--- src/verilog/bbmi_defs.vh ---
`ifndef BBMI_DEFS_VH
`define BBMI_DEFS_VH

// Message words on the shared bus are 16 bits wide.
`define BBMI_WORD_W 16
// Header word layout: content type in the upper byte, data word count in the lower.
`define BBMI_TYPE_HI 15
`define BBMI_TYPE_LO 8
`define BBMI_LEN_HI 7
`define BBMI_LEN_LO 0
`define BBMI_LEN_ONE 8'h01
`define BBMI_LEN_ZERO 8'h00

// Header filter table and card slot count.
`define BBMI_TUNE_N 16
`define BBMI_SLOTS 8

// External SRAM: two region bits select the queue, ten bits address the word.
`define BBMI_ADDR_W 12
`define BBMI_PTR_W 11
`define BBMI_PTR_MSB 10
`define BBMI_PTR_INC 11'h001
`define BBMI_PTR_RST 11'h000
`define BBMI_RX_REGION 1'b0
`define BBMI_TX_REGION 1'b1

// Priority codes set per transmit queue; zero keeps the queue off the bus.
`define BBMI_PRIO_OFF 2'h0
`define BBMI_PRIO_LOW 2'h1
`define BBMI_PRIO_MEAN 2'h2
`define BBMI_PRIO_HIGH 2'h3
`define BBMI_LVL_LOW 3'b001
`define BBMI_LVL_MEAN 3'b010
`define BBMI_LVL_HIGH 3'b100

// Arbitration round timing on the common tick, in card clock cycles.
`define BBMI_TICK_W 4
`define BBMI_TICK_INC 4'h1
`define BBMI_PH_START 4'h0
`define BBMI_PH_LVL 4'h5
`define BBMI_PH_SLOT 4'hA

// Read tags for the SRAM return path.
`define BBMI_TAG_NONE 2'h0
`define BBMI_TAG_TX 2'h1
`define BBMI_TAG_CPU 2'h2

`endif

--- src/verilog/bbmi_top.v ---
// Notes on behaviour
// - Every bus word is read by all cards, including the sender itself.
// - Each message opens with a header naming its content type.
// - Arbitration runs in every card alike; no card decides alone.
// - Every header seen on the bus is compared with all filter entries.
// - A matching message is written whole into the receive queue of its entry while that queue has room; words that arrive when it is full are lost.
// - Reception always wins the SRAM port and never waits for anything.
// - Receive and transmit queues live in an external static RAM.
// - Priority is low, mean or high and is shown on the level lines.
// - Each card holds its own arbiter competing for its queues.
// - Data is driven onto the bus only after winning arbitration.
// - Messages move as a sequence of 16-bit words.
// - The header carries the content type and the data word count.
// - The data words follow the header on the bus.
// - The system reset line resets all cards on the same clock edge.
`timescale 1ns/1ps
`include "bbmi_defs.vh"

module bbmi_top (
    input wire ref_clk_i,
    input wire sys_rst_i,
    input wire [2:0] card_slot_i,
    input wire [15:0] bus_data_i,
    output reg [15:0] bus_data_o,
    output reg bus_data_oe_o,
    input wire bus_strb_i,
    output reg bus_strb_o,
    input wire bus_sof_i,
    output reg bus_sof_o,
    input wire bus_busy_i,
    output reg bus_busy_o,
    output reg bus_busy_oe_o,
    input wire [2:0] bus_lvl_i,
    output reg [2:0] bus_lvl_o,
    output reg [2:0] bus_lvl_oe_o,
    input wire [7:0] bus_slot_i,
    output reg [7:0] bus_slot_o,
    output reg [7:0] bus_slot_oe_o,
    input wire tune_we_i,
    input wire [3:0] tune_idx_i,
    input wire [7:0] tune_type_i,
    input wire tune_fifo_i,
    input wire tune_valid_i,
    input wire [1:0] tx_prio0_i,
    input wire [1:0] tx_prio1_i,
    input wire cpu_req_i,
    input wire cpu_wr_i,
    input wire cpu_sel_i,
    input wire [15:0] cpu_wdata_i,
    output reg cpu_ack_o,
    output reg cpu_err_o,
    output reg [15:0] cpu_rdata_o,
    output reg [11:0] sram_addr_o,
    output reg [15:0] sram_wdata_o,
    output reg sram_we_o,
    output reg sram_ce_o,
    input wire [15:0] sram_rdata_i,
    output reg [3:0] fifo_empty_o,
    output reg [3:0] fifo_full_o,
    output reg rx_drop_o
);

    localparam ST_IDLE = 2'b00;
    localparam ST_LVL = 2'b01;
    localparam ST_SLOT = 2'b10;
    localparam ST_TX = 2'b11;

    // ----
    // Pin synchroniser
    // ----
    // Only the second stage is read; the first stage feeds nothing else.
    reg [32:0] meta_reg;
    reg [32:0] sync_reg;
    wire [32:0] pin_in = {card_slot_i, bus_slot_i, bus_lvl_i, bus_busy_i, bus_sof_i,
                          bus_strb_i, bus_data_i};
    wire [15:0] s_data = sync_reg[15:0];
    wire s_strb = sync_reg[16];
    wire s_sof = sync_reg[17];
    wire s_busy = sync_reg[18];
    wire [2:0] s_lvl = sync_reg[21:19];
    wire [7:0] s_slot = sync_reg[29:22];
    wire [2:0] s_card = sync_reg[32:30];

    always @(posedge ref_clk_i)
    begin
        if (sys_rst_i)
        begin
            meta_reg <= 33'h000000000;
            sync_reg <= 33'h000000000;
        end
        else
        begin
            meta_reg <= pin_in;
            sync_reg <= meta_reg;
        end
    end

    // ----
    // State
    // ----
    reg [1:0] state_reg;
    reg [3:0] tick_reg;
    reg cur_fifo_reg;
    reg [2:0] cur_lvl_reg;
    reg tx_hdr_reg;
    reg tx_infl_reg;
    reg tx_end_reg;
    reg [7:0] tx_left_reg;
    reg rx_pend_reg;
    reg rx_fifo_reg;
    reg [15:0] rx_data_reg;
    reg rx_on_reg;
    reg [7:0] rx_left_reg;
    reg cpu_busy_reg;
    reg [1:0] rd_tag_reg;
    reg [7:0] tune_type [0:15];
    reg tune_fifo [0:15];
    reg [15:0] tune_vld_reg;
    reg [10:0] wptr [0:3];
    reg [10:0] rptr [0:3];
    integer i;
    integer k;

    // ----
    // Queue status
    // ----
    // Queues 0 and 1 receive, queues 2 and 3 transmit.
    wire [3:0] empty;
    wire [3:0] full;
    genvar gi;
    generate
        for (gi = 0; gi < 4; gi = gi + 1)
        begin : g_stat
            assign empty[gi] = (wptr[gi] == rptr[gi]);
            assign full[gi] = (wptr[gi][`BBMI_PTR_MSB] != rptr[gi][`BBMI_PTR_MSB]) &&
                (wptr[gi][`BBMI_PTR_MSB-1:0] == rptr[gi][`BBMI_PTR_MSB-1:0]);
        end
    endgenerate

    // ----
    // Local queue choice and arbitration decisions
    // ----
    // Between the two local queues the higher priority goes first; a tie favours queue 0.
    wire pend0 = !empty[2] && (tx_prio0_i != `BBMI_PRIO_OFF);
    wire pend1 = !empty[3] && (tx_prio1_i != `BBMI_PRIO_OFF);
    wire pick1 = pend1 && (!pend0 || (tx_prio1_i > tx_prio0_i));
    wire [1:0] pick_prio = pick1 ? tx_prio1_i : tx_prio0_i;
    wire [2:0] pick_lvl = (pick_prio == `BBMI_PRIO_HIGH) ? `BBMI_LVL_HIGH :
                          (pick_prio == `BBMI_PRIO_MEAN) ? `BBMI_LVL_MEAN : `BBMI_LVL_LOW;
    wire [2:0] top_lvl = s_lvl[2] ? `BBMI_LVL_HIGH :
                         s_lvl[1] ? `BBMI_LVL_MEAN : `BBMI_LVL_LOW;
    wire win_lvl = (cur_lvl_reg == top_lvl);
    wire [7:0] own_bit = 8'h01 << s_card;
    wire [7:0] lower_bits = own_bit - 8'h01;
    // Every card sees the same slot lines, so all agree on one winner.
    wire win_slot = ((s_slot & lower_bits) == 8'h00) && ((s_slot & own_bit) != 8'h00);

    // ----
    // Header filter lookup
    // ----
    reg hit;
    reg hit_fifo;
    always @*
    begin
        hit = 1'b0;
        hit_fifo = 1'b0;
        for (i = `BBMI_TUNE_N - 1; i >= 0; i = i - 1)
        begin
            if (tune_vld_reg[i] && (tune_type[i] == s_data[`BBMI_TYPE_HI:`BBMI_TYPE_LO]))
            begin
                hit = 1'b1;
                hit_fifo = tune_fifo[i];
            end
        end
    end

    // ----
    // SRAM port arbitration
    // ----
    // Receive writes take the port first so reception never waits on the CPU.
    wire g_rx = rx_pend_reg;
    wire g_tx = !g_rx && (state_reg == ST_TX) && !tx_infl_reg && !tx_end_reg &&
                !empty[{`BBMI_TX_REGION, cur_fifo_reg}];
    wire g_cpu = !g_rx && !g_tx && cpu_req_i && !cpu_busy_reg;
    reg [1:0] acc_idx;
    reg acc_we;
    reg [15:0] acc_data;
    reg acc_go;
    reg [10:0] acc_ptr;
    always @*
    begin
        acc_idx = {`BBMI_TX_REGION, cur_fifo_reg};
        acc_we = 1'b0;
        acc_data = cpu_wdata_i;
        acc_go = 1'b0;
        if (g_rx)
        begin
            acc_idx = {`BBMI_RX_REGION, rx_fifo_reg};
            acc_we = 1'b1;
            acc_data = rx_data_reg;
            acc_go = !full[acc_idx];
        end
        else if (g_tx)
        begin
            acc_go = 1'b1;
        end
        else if (g_cpu)
        begin
            acc_idx = {cpu_wr_i, cpu_sel_i};
            acc_we = cpu_wr_i;
            acc_go = cpu_wr_i ? !full[acc_idx] : !empty[acc_idx];
        end
        acc_ptr = acc_we ? wptr[acc_idx] : rptr[acc_idx];
    end

    // ----
    // Filter table, queue pointers and SRAM outputs
    // ----
    always @(posedge ref_clk_i)
    begin
        if (sys_rst_i)
        begin
            tune_vld_reg <= 16'h0000;
            for (k = 0; k < 4; k = k + 1)
            begin
                wptr[k] <= `BBMI_PTR_RST;
                rptr[k] <= `BBMI_PTR_RST;
            end
            sram_addr_o <= 12'h000;
            sram_wdata_o <= 16'h0000;
            sram_we_o <= 1'b0;
            sram_ce_o <= 1'b0;
            fifo_empty_o <= 4'hF;
            fifo_full_o <= 4'h0;
            rx_drop_o <= 1'b0;
        end
        else
        begin
            if (tune_we_i)
            begin
                tune_vld_reg[tune_idx_i] <= tune_valid_i;
            end
            // Write and read pointers give first-in, first-out order.
            if (acc_go && acc_we)
            begin
                wptr[acc_idx] <= wptr[acc_idx] + `BBMI_PTR_INC;
            end
            else if (acc_go)
            begin
                rptr[acc_idx] <= rptr[acc_idx] + `BBMI_PTR_INC;
            end
            sram_ce_o <= acc_go;
            sram_we_o <= acc_go && acc_we;
            sram_addr_o <= {acc_idx, acc_ptr[`BBMI_PTR_MSB-1:0]};
            sram_wdata_o <= acc_data;
            fifo_empty_o <= empty;
            fifo_full_o <= full;
            // A full receive queue loses the word; software sees the pulse.
            rx_drop_o <= g_rx && full[{`BBMI_RX_REGION, rx_fifo_reg}];
        end
    end

    // Filter entries hold no reset value; the valid bits guard them.
    always @(posedge ref_clk_i)
    begin
        if (tune_we_i)
        begin
            tune_type[tune_idx_i] <= tune_type_i;
            tune_fifo[tune_idx_i] <= tune_fifo_i;
        end
    end

    // ----
    // Receive, arbitration, transmit and CPU answer
    // ----
    always @(posedge ref_clk_i)
    begin
        if (sys_rst_i)
        begin
            state_reg <= ST_IDLE;
            tick_reg <= `BBMI_PH_START;
            cur_fifo_reg <= 1'b0;
            cur_lvl_reg <= 3'b000;
            tx_hdr_reg <= 1'b0;
            tx_infl_reg <= 1'b0;
            tx_end_reg <= 1'b0;
            tx_left_reg <= `BBMI_LEN_ZERO;
            rx_pend_reg <= 1'b0;
            rx_fifo_reg <= 1'b0;
            rx_data_reg <= 16'h0000;
            rx_on_reg <= 1'b0;
            rx_left_reg <= `BBMI_LEN_ZERO;
            cpu_busy_reg <= 1'b0;
            rd_tag_reg <= `BBMI_TAG_NONE;
            bus_data_o <= 16'h0000;
            bus_data_oe_o <= 1'b0;
            bus_strb_o <= 1'b0;
            bus_sof_o <= 1'b0;
            bus_busy_o <= 1'b0;
            bus_busy_oe_o <= 1'b0;
            bus_lvl_o <= 3'b000;
            bus_lvl_oe_o <= 3'b000;
            bus_slot_o <= 8'h00;
            bus_slot_oe_o <= 8'h00;
            cpu_ack_o <= 1'b0;
            cpu_err_o <= 1'b0;
            cpu_rdata_o <= 16'h0000;
        end
        else
        begin
            // The common tick stays aligned in all cards because reset ends together.
            tick_reg <= tick_reg + `BBMI_TICK_INC;
            rx_pend_reg <= 1'b0;
            bus_strb_o <= 1'b0;
            bus_sof_o <= 1'b0;
            cpu_ack_o <= 1'b0;
            cpu_err_o <= 1'b0;

            // Every header on the bus, our own included, passes the filter.
            if (s_strb && s_sof)
            begin
                rx_on_reg <= hit;
                rx_pend_reg <= hit;
                rx_fifo_reg <= hit_fifo;
                rx_data_reg <= s_data;
                rx_left_reg <= s_data[`BBMI_LEN_HI:`BBMI_LEN_LO];
            end
            else if (s_strb && rx_on_reg && (rx_left_reg != `BBMI_LEN_ZERO))
            begin
                rx_pend_reg <= 1'b1;
                rx_data_reg <= s_data;
                rx_left_reg <= rx_left_reg - `BBMI_LEN_ONE;
            end

            rd_tag_reg <= !acc_go || acc_we ? `BBMI_TAG_NONE :
                          g_tx ? `BBMI_TAG_TX : `BBMI_TAG_CPU;

            // A CPU request is answered once; a refused one answers with an error.
            if (g_cpu)
            begin
                cpu_busy_reg <= 1'b1;
                if (!acc_go || acc_we)
                begin
                    cpu_ack_o <= 1'b1;
                    cpu_err_o <= !acc_go;
                end
            end
            else if (cpu_ack_o)
            begin
                cpu_busy_reg <= 1'b0;
            end
            if (rd_tag_reg == `BBMI_TAG_CPU)
            begin
                cpu_ack_o <= 1'b1;
                cpu_rdata_o <= sram_rdata_i;
            end

            case (state_reg)
                ST_IDLE:
                begin
                    // Rounds only start on the tick with the bus idle, so all cards join together.
                    if ((tick_reg == `BBMI_PH_START) && !s_busy && (pend0 || pend1))
                    begin
                        cur_fifo_reg <= pick1;
                        cur_lvl_reg <= pick_lvl;
                        bus_lvl_o <= pick_lvl;
                        bus_lvl_oe_o <= pick_lvl;
                        state_reg <= ST_LVL;
                    end
                end
                ST_LVL:
                begin
                    if (tick_reg == `BBMI_PH_LVL)
                    begin
                        bus_lvl_o <= 3'b000;
                        bus_lvl_oe_o <= 3'b000;
                        if (win_lvl)
                        begin
                            bus_slot_o <= own_bit;
                            bus_slot_oe_o <= own_bit;
                            state_reg <= ST_SLOT;
                        end
                        else
                        begin
                            state_reg <= ST_IDLE;
                        end
                    end
                end
                ST_SLOT:
                begin
                    if (tick_reg == `BBMI_PH_SLOT)
                    begin
                        bus_slot_o <= 8'h00;
                        bus_slot_oe_o <= 8'h00;
                        if (win_slot)
                        begin
                            bus_busy_o <= 1'b1;
                            bus_busy_oe_o <= 1'b1;
                            bus_data_oe_o <= 1'b1;
                            tx_hdr_reg <= 1'b1;
                            tx_infl_reg <= 1'b0;
                            state_reg <= ST_TX;
                        end
                        else
                        begin
                            state_reg <= ST_IDLE;
                        end
                    end
                end
                default:
                begin
                    // An empty queue mid-message holds the bus until the CPU refills it.
                    if (g_tx)
                    begin
                        tx_infl_reg <= 1'b1;
                    end
                    if (rd_tag_reg == `BBMI_TAG_TX)
                    begin
                        tx_infl_reg <= 1'b0;
                        bus_data_o <= sram_rdata_i;
                        bus_strb_o <= 1'b1;
                        bus_sof_o <= tx_hdr_reg;
                        tx_hdr_reg <= 1'b0;
                        if (tx_hdr_reg)
                        begin
                            tx_left_reg <= sram_rdata_i[`BBMI_LEN_HI:`BBMI_LEN_LO];
                            tx_end_reg <= (sram_rdata_i[`BBMI_LEN_HI:`BBMI_LEN_LO]
                                == `BBMI_LEN_ZERO);
                        end
                        else
                        begin
                            tx_left_reg <= tx_left_reg - `BBMI_LEN_ONE;
                            tx_end_reg <= (tx_left_reg == `BBMI_LEN_ONE);
                        end
                    end
                    // The last word stays driven for one cycle before the bus is freed.
                    if (tx_end_reg)
                    begin
                        tx_end_reg <= 1'b0;
                        bus_busy_o <= 1'b0;
                        bus_busy_oe_o <= 1'b0;
                        bus_data_oe_o <= 1'b0;
                        state_reg <= ST_IDLE;
                    end
                end
            endcase
        end
    end

endmodule

--- config.mk ---
export PLATFORM = sky130hd
export DESIGN_NAME = bbmi_top
export DESIGN_NICKNAME = d
export VERILOG_FILES = /design/src/verilog/bbmi_top.v
export VERILOG_INCLUDE_DIRS = /design/src /design/src/verilog
export SDC_FILE = /design/constraint.sdc
export NUM_CORES = 1
export LEC_CHECK = 0
export ABC_AREA = 1
export BUFFER_PORTS_ARGS = -buffer_cell sky130_fd_sc_hd__buf_2
export CAP_MARGIN = 0
export CORE_ASPECT_RATIO = 0.5
export CORE_MARGIN = 1
export CORE_UTILIZATION = 60
export CTS_CLUSTER_SIZE = 14
export DETAILED_ROUTE_END_ITERATION = 7
export GPL_TIMING_DRIVEN = 0
export HOLD_SLACK_MARGIN = 0.02
export PLACE_DENSITY = 0.87
export SETUP_SLACK_MARGIN = 0.05
export SYNTH_ARGS = -nofsm -noshare
export SYNTH_HDL_FRONTEND = slang
export SYNTH_SLANG_ARGS = --single-unit
--- constraint.sdc ---
create_clock -name ref_clk_i -period 7.3 [get_ports ref_clk_i]
set_clock_uncertainty 0.05 [all_clocks]
set_input_delay 0.365 -clock ref_clk_i [delete_from_list [all_inputs] [get_ports ref_clk_i]]
set_output_delay 0.365 -clock ref_clk_i [all_outputs]
set_load 0.03 [all_outputs]
==> results.json, run 1 <==
{
  "slew_violations": 0,
  "drc": 2,
  "drtPass1Iterations": 8,
  "wl_per_cell_um": 19.5,
  "path_cells": "xnor2_1 -> nand4_1 -> nor4_1 -> nand2_1 -> nor2_1 -> nand2_1 -> nand2_1 -> nand2_1 -> nand3_1 -> nand3_1 -> nand3_1 -> nor2_4 -> inv_2 -> nor2_4 -> nor2_1",
  "multi_input_area_um2": 7100,
  "hold_path.startpoint": "sram_rdata_i[11]",
  "maxSlewHeadroom": 0.191,
  "grt_pass1_vias": 17108,
  "finalCriticalPeriod_ns": 4.14,
  "worst_setup_path_end_kind": "flip-flop",
  "power_frac_clock": 0.361,
  "worstPathMaxFanout": 11,
  "std_cell_rows": 46,
  "netSwitchingPower_mw": 1.57,
  "core-area_um2": 32300,
  "cts.sinks": 450,
  "period_share": 0.567,
  "timing_worst_setup_path_type": "reg -> reg",
  "initial_core_util": 0.621,
  "clk_pin_slew_ns": 0.07,
  "seq_area_frac_synth": 0.565,
  "leakagePower_nw": 10.1,
  "async_flop_share": 0,
  "drt_iter0_markers": 2362,
  "reg_top3": "tune_type x128, rptr x44, wptr x44",
  "finalWirelength_um": 58800,
  "setup_violations": 0,
  "cts_buffers": 40,
  "r2r-start": "rptr[1][4]$_SDFFCE_PN0P_",
  "postCtsSetupRepairBufs": 0,
  "drive_gt1_frac": 0.134,
  "seq_area_um2": 11300,
  "globalRoute.totalOverflow": 0,
  "synth_fp_nets": 2383,
  "place_hpwl_um": 39200,
  "clock_latency_ns": 0.56,
  "outcome": "complete, but fails checks",
  "p_sw_frac": 0.277,
  "ios": 189,
  "drtAntennaViolNets": 0,
  "cts_resized": 0,
  "intPower_mw": 4.10,
  "cap_violations": 0,
  "htree_levels": 2,
  "antenna_found_initial": 4,
  "grt_setup_unrepaired": "false",
  "critPathTopFamily": "simple AND/OR/NAND/NOR gates",
  "critPathMaxStageDelay_ns": 0.90,
  "track_usage": 0.343,
  "die_width_um": 261,
  "root_buffer": "clkbuf_16",
  "violations": "DRC",
  "postSynthAreaPerCell_um2": 8.81,
  "die_y_um": 131,
  "setup_tns_ns": 0,
  "routed_via_density": 5.83,
  "worst_hold_path_type": "in -> reg",
  "fmax_mhz": 242,
  "fillers": 2162,
  "max-vdd-ir-drop_uv": 190,
  "seqPwrFrac": 0.497,
  "place.gp.congestion": 0.970,
  "cpMostUsedCell": "nand2_1",
  "arrival_ns": 4.26,
  "vias": 17649,
  "power_density_nw_per_um2": 243,
  "comb_power_share": 0.142,
  "largest_reg_flops": 128,
  "startpoint": "rptr[1][4]$_SDFFCE_PN0P_",
  "grt_pass1_wl_um": 90700,
  "worstMarginPinSlew_ns": 1.21,
  "cts_hold_repair.buffers": 52,
  "dieArea_um2": 34200,
  "cp_num_buf_inv": 1,
  "postSynthCellCount": 2276,
  "cp_slowest_cell": "nor2_1",
  "hold_viol": 0,
  "top_register": "tune_type",
  "io_buffers": 187,
  "synth_top_area_frac": 0.347,
  "synth-main-ff-cell": "edfxtp_1",
  "ys_seq_elements": 450,
  "synth_edf_count": 232,
  "nNetsFinal": 2665,
  "yosysWarnings": 0,
  "cts.path.max_buffers": 3,
  "synth_cell_types": 58,
  "area_growth_pct": 16.2,
  "cts_tree": "done",
  "worstPathRequired_ns": 7.42,
  "grt_max_degree": 17,
  "setup_ws_ns": 3.16,
  "place_worst_setup_slack_ns": 3.29,
  "synthTopCellsByArea": "edfxtp_1 (35%), dfxtp_1 (22%), nand2_1 (7.3%)",
  "syn_area_um2": 20100,
  "yosysTopAreaCell": "edfxtp_1",
  "critPathLaunchType": "flip-flop"
}
[logic make-up after synthesis]
group           synth area share
fa+ha+maj                 0.0112
flops                      0.565
simple gates               0.215
xor+xnor                  0.0321
buf+inv                   0.0810
compound gates            0.0957
[per-layer routing]
layer / track usage / share of wire / up-vias
met2: 0.573 / 0.48 / 1192
met3: 0.0718 / 0.11 / 275
met5: 0 / 0 / -
met4: 0.169 / 0.051 / 0
li1: - / - / 8034
met1: 0.423 / 0.36 / 8148
[synthesized netlist by cell type (13+ instances only)]
library cell and n:
xor2_1 36, buf_2 20, nor3_1 27, nand4_1 39, a21oi_1 116, clkbuf_1 46
nand2_2 15, o22ai_1 20, nand2_1 392, nor2_1 372, o21ai_0 135, dfxtp_1 218
buf_4 15, edfxtp_1 232, inv_1 292, ha_1 18, nor4_1 13, nand3_1 95
xnor2_1 30
[cell type report]
cell class / instances / area share
timing repair buffer: 240 / 0.0628
antenna: 4 / 0.000429
sequential: 450 / 0.486
multi-input combinational: 1425 / 0.305
buffer: 98 / 0.0209
clock buffer: 63 / 0.0494
clock inverter: 10 / 0.00344
inverter: 303 / 0.0488
tap: 432 / 0.0232
[power groups by stage]
stage	Combinational (mW)	Sequential (mW)	Clock (mW)
after CTS	0.777	2.81	2.04
after global routing	0.865	2.82	2.15
after detailed placement	0.748	2.87	0
after global placement	0.727	2.86	0
after floorplan	0.458	2.91	0
final	0.803	2.82	2.05
[per-stage QoR]
stage / instance area, um^2 / util / total power [mW] / hold slack, ns / std cells
3_5_place_dp: 21500 / 0.667 / 3.62 / 0.344 / 2896
4_1_cts: 23300 / 0.721 / 5.64 / 0.0235 / 3021
5_1_grt: 23300 / 0.722 / 5.84 / 0.0274 / 3025
3_3_place_gp: 21500 / 0.667 / 3.59 / 0.339 / 2895
2_1_floorplan: 20100 / - / 3.36 / 0.338 / 2276
6_report: 23300 / 0.722 / 5.67 / 0.0463 / 3025
[cell usage in the layout (no fill, tap or decap), types with 18 or more instances in the layout]
cell / Yosys / final
xor2_1: 36 / 36
edfxtp_1: 232 / 232
xnor2_1: 30 / 30
nor3_1: 27 / 27
nand4_1: 39 / 39
clkbuf_1: 46 / 63
nand2_1: 392 / 392
buf_2: 20 / 207
nor2_1: 372 / 372
nand3_1: 95 / 95
o21ai_0: 135 / 135
ha_1: 18 / 18
dlygate4sd3_1: 0 / 52
inv_1: 292 / 292
a21oi_1: 116 / 116
clkbuf_16: 0 / 41
o22ai_1: 20 / 20
dfxtp_1: 218 / 218
[worst reg2reg max path, cell delays in order (launching register included)]
cell,delay (ns)
edfxtp_1,0.42
xnor2_1,0.24
nand4_1,0.12
nor4_1,0.52
nand2_1,0.14
nor2_1,0.26
nand2_1,0.08
nand2_1,0.09
nand2_1,0.06
nand3_1,0.07
nand3_1,0.10
nand3_1,0.25
nor2_4,0.12
inv_2,0.24
nor2_4,0.09
nor2_1,0.90
[worst paths after layout]
kind	end	slack, ns	cells after the start
max	rptr[3][0]$_DFFE_PP_	3.16	15
min	bus_data_o[11]$_SDFFE_PP0P_	0.05	3
max reg2reg	rptr[3][0]$_DFFE_PP_	3.16	15
min reg2reg	sync_reg[30]$_SDFF_PP0_	0.35	2
Note: power is estimated with default switching activity, not from simulation.
==> run 2: changes to the inputs <==
--- a/config.mk
+++ b/config.mk
@@ -11,12 +11,12 @@
 export CAP_MARGIN = 0
 export CORE_ASPECT_RATIO = 0.5
 export CORE_MARGIN = 1
-export CORE_UTILIZATION = 60
+export CORE_UTILIZATION = 54
 export CTS_CLUSTER_SIZE = 14
 export DETAILED_ROUTE_END_ITERATION = 7
 export GPL_TIMING_DRIVEN = 0
 export HOLD_SLACK_MARGIN = 0.02
-export PLACE_DENSITY = 0.87
+export PLACE_DENSITY = 0.83
 export SETUP_SLACK_MARGIN = 0.05
 export SYNTH_ARGS = -nofsm -noshare
 export SYNTH_HDL_FRONTEND = slang
==> constraint.sdc (replaced) <==
create_clock -name ref_clk_i -period 3.5 [get_ports ref_clk_i]
set_clock_uncertainty 0.05 [all_clocks]
set_input_delay 0.175 -clock ref_clk_i [delete_from_list [all_inputs] [get_ports ref_clk_i]]
set_output_delay 0.175 -clock ref_clk_i [all_outputs]
set_load 0.03 [all_outputs]
==> run 2 against run 1 <==
Effect of this change: the run now ends clean; sequential share of layout area decreased by 1.7 points; count of clock-buffer cells in the layout rose by 3; first-iteration DRC count decreased by 17%; largest cell class unchanged; largest power group unchanged.
==> results.json, run 2 (synthesized netlist as in run 1, its figures left out) <==
{
  "std_cell_rows": 49,
  "period_share": 0.975,
  "startpoint": "wptr[2][3]$_SDFFCE_PN0P_",
  "fmax_mhz": 293,
  "maxSlewHeadroom": 0.357,
  "cts_buffers": 40,
  "reg_top3": "tune_type x128, rptr x44, wptr x44",
  "hold_viol": 0,
  "clk_pin_slew_ns": 0.07,
  "rr_worst_depth": 22,
  "drc": 0,
  "outcome": "completed",
  "leakagePower_nw": 10.4,
  "reg2reg_slack_ns": 0.09,
  "place_hpwl_um": 39400,
  "critPathMaxStageDelay_ns": 0.39,
  "nNetsFinal": 2709,
  "drtAntennaViolNets": 0,
  "r2r-start": "wptr[2][3]$_SDFFCE_PN0P_",
  "grt_setup_unrepaired": "true",
  "largest_reg_flops": 128,
  "place_worst_setup_slack_ns": -0.268,
  "setup_ws_ns": 0.0870,
  "place.gp.congestion": 0.937,
  "grt_pass1_vias": 17058,
  "worstPathRequired_ns": 3.73,
  "final_cell_mix": "nand2_1 (374), nor2_1 (361), inv_1 (291), edfxtp_1 (232), dfxtp_1 (218)",
  "die_y_um": 138,
  "cts.path.max_buffers": 3,
  "wl_per_cell_um": 19.2,
  "dieArea_um2": 38000,
  "critPathTopFamily": "simple AND/OR/NAND/NOR gates",
  "cts.sinks": 450,
  "top_register": "tune_type",
  "path_cells": "nand2_1 -> nand2_1 -> nor2_2 -> nand2_1 -> nor2_4 -> nand3_2 -> nand3_4 -> nand3_4 -> nand2_8 -> nand3_4 -> inv_2 -> buf_4 -> nand2_1 -> nand3_1 -> nand2_2 -> inv_4 -> ha_4 -> inv_2 -> nor2_4 -> nand3_1 -> nand3_2 -> nor2_1",
  "cp_slowest_cell": "edfxtp_1",
  "ios": 189,
  "slew_violations": 0,
  "drtPass1Iterations": 6,
  "arrival_ns": 3.64,
  "htree_levels": 2,
  "multi_input_area_um2": 7430,
  "area_growth_pct": 20.4,
  "root_buffer": "clkbuf_16",
  "final_common_cell": "nand2_1",
  "finalCriticalPeriod_ns": 3.41,
  "die_width_um": 275,
  "critPathLaunchType": "flip-flop",
  "vias": 17831,
  "timing_worst_setup_path_type": "reg -> reg",
  "io_buffers": 187,
  "clock_latency_ns": 0.56,
  "grt_max_degree": 17,
  "globalRoute.totalOverflow": 0,
  "power_density_nw_per_um2": 500,
  "cts_tree": "done",
  "fillers": 2637,
  "core-area_um2": 36200,
  "seq_area_um2": 11300,
  "routed_via_density": 5.72,
  "cap_violations": 0,
  "drive_gt1_frac": 0.161,
  "worst_hold_path_type": "in -> reg",
  "worstMarginPinSlew_ns": 0.961,
  "max-vdd-ir-drop_uv": 295,
  "total_power_mw": 12.1,
  "initial_core_util": 0.553,
  "regToRegEndpoint": "rptr[2][8]$_SDFFCE_PN0P_",
  "setup_violations": 0,
  "crit_cells": 22,
  "drt_iter0_markers": 1970,
  "finalWirelength_um": 59900,
  "antenna_found_initial": 3,
  "crit_end": "rptr[2][8]$_SDFFCE_PN0P_",
  "worst_setup_path_end_kind": "flip-flop",
  "grt_pass1_wl_um": 90300,
  "cp_num_buf_inv": 4,
  "worstPathMaxFanout": 10,
  "cpMostUsedCell": "nand2_1",
  "track_usage": 0.308
}
run 2: cell types whose count changed in the layout (fill, tap and decap cells not counted), sizes merged:
cell           before  now
clkinv             10    8
clkdlybuf4s15       0    1
buf               240  262
clkbuf            109  117
inv               303  301
clkinvlp            0    1
dlygate4sd3        52   68
diode               4    3
run 2: what timing repair did:
| item | in CTS | in global routing |
|---|---|---|
| pin swaps | 0 | 21 |
| resized for setup | 25 | 63 |
| endpoints found under the hold margin | 108 | 0 |
| setup endpoints to repair | 115 | 146 |
| hold buffers | 68 | 0 |
| setup buffers | 1 | 28 |
run 2: final cells by class:
type / instances / share of cell area
Inverter: 303 / 0.0476
Buffer: 97 / 0.0212
Tap cell: 484 / 0.0251
Sequential cell: 450 / 0.469
Clock inverter: 7 / 0.00285
Clock buffer: 66 / 0.0493
Multi-Input combinational cell: 1425 / 0.308
Antenna cell: 3 / 0.000311
Timing Repair Buffer: 285 / 0.0765
run 2: how the worst min path moves through the flow:
stage | startpoint | to | slack, ns | depth (start not counted)
floorplan | sys_rst_i | sram_ce_o$_SDFF_PP0_ | 0.22 | 1
global placement | bus_slot_i[0] | meta_reg[22]$_SDFF_PP0_ | 0.33 | 3
detailed placement | bus_data_i[15] | meta_reg[15]$_SDFF_PP0_ | 0.33 | 3
CTS | tune_type_i[7] | tune_type[4][7]$_DFFE_PP_ | 0.03 | 1
global route | tune_type_i[2] | tune_type[12][2]$_DFFE_PP_ | 0.03 | 1
finish | tune_type_i[7] | tune_type[4][7]$_DFFE_PP_ | 0.04 | 1
run 2: routing by layer:
metal	global-route usage	routed length, um	up-vias
li1	-	-	8117
met1	0.373	21700	8355
met2	0.528	29400	1101
met3	0.0575	5810	258
met4	0.151	2920	0
met5	0	0	-
run 2: stage by stage:
step	setup TNS, ns	cell area [um^2]	cells	hold slack (ns)	utilization
floorplan	0	20100	2276	0.220	-
global placement	-25.56	21600	2947	0.328	0.596
detailed placement	-18.96	21600	2948	0.332	0.596
CTS	0	23700	3090	0.0272	0.653
global route	-0.00815	24100	3120	0.0259	0.666
finish	0	24100	3120	0.0366	0.666
run 2: power breakdown:
group          leakage (nW)  internal [mW]  total [mW]  switching [mW]
combinational          5.80          0.599        1.85            1.25
sequential             3.99           5.76        5.88           0.125
clock                 0.612           2.35        4.34            2.00
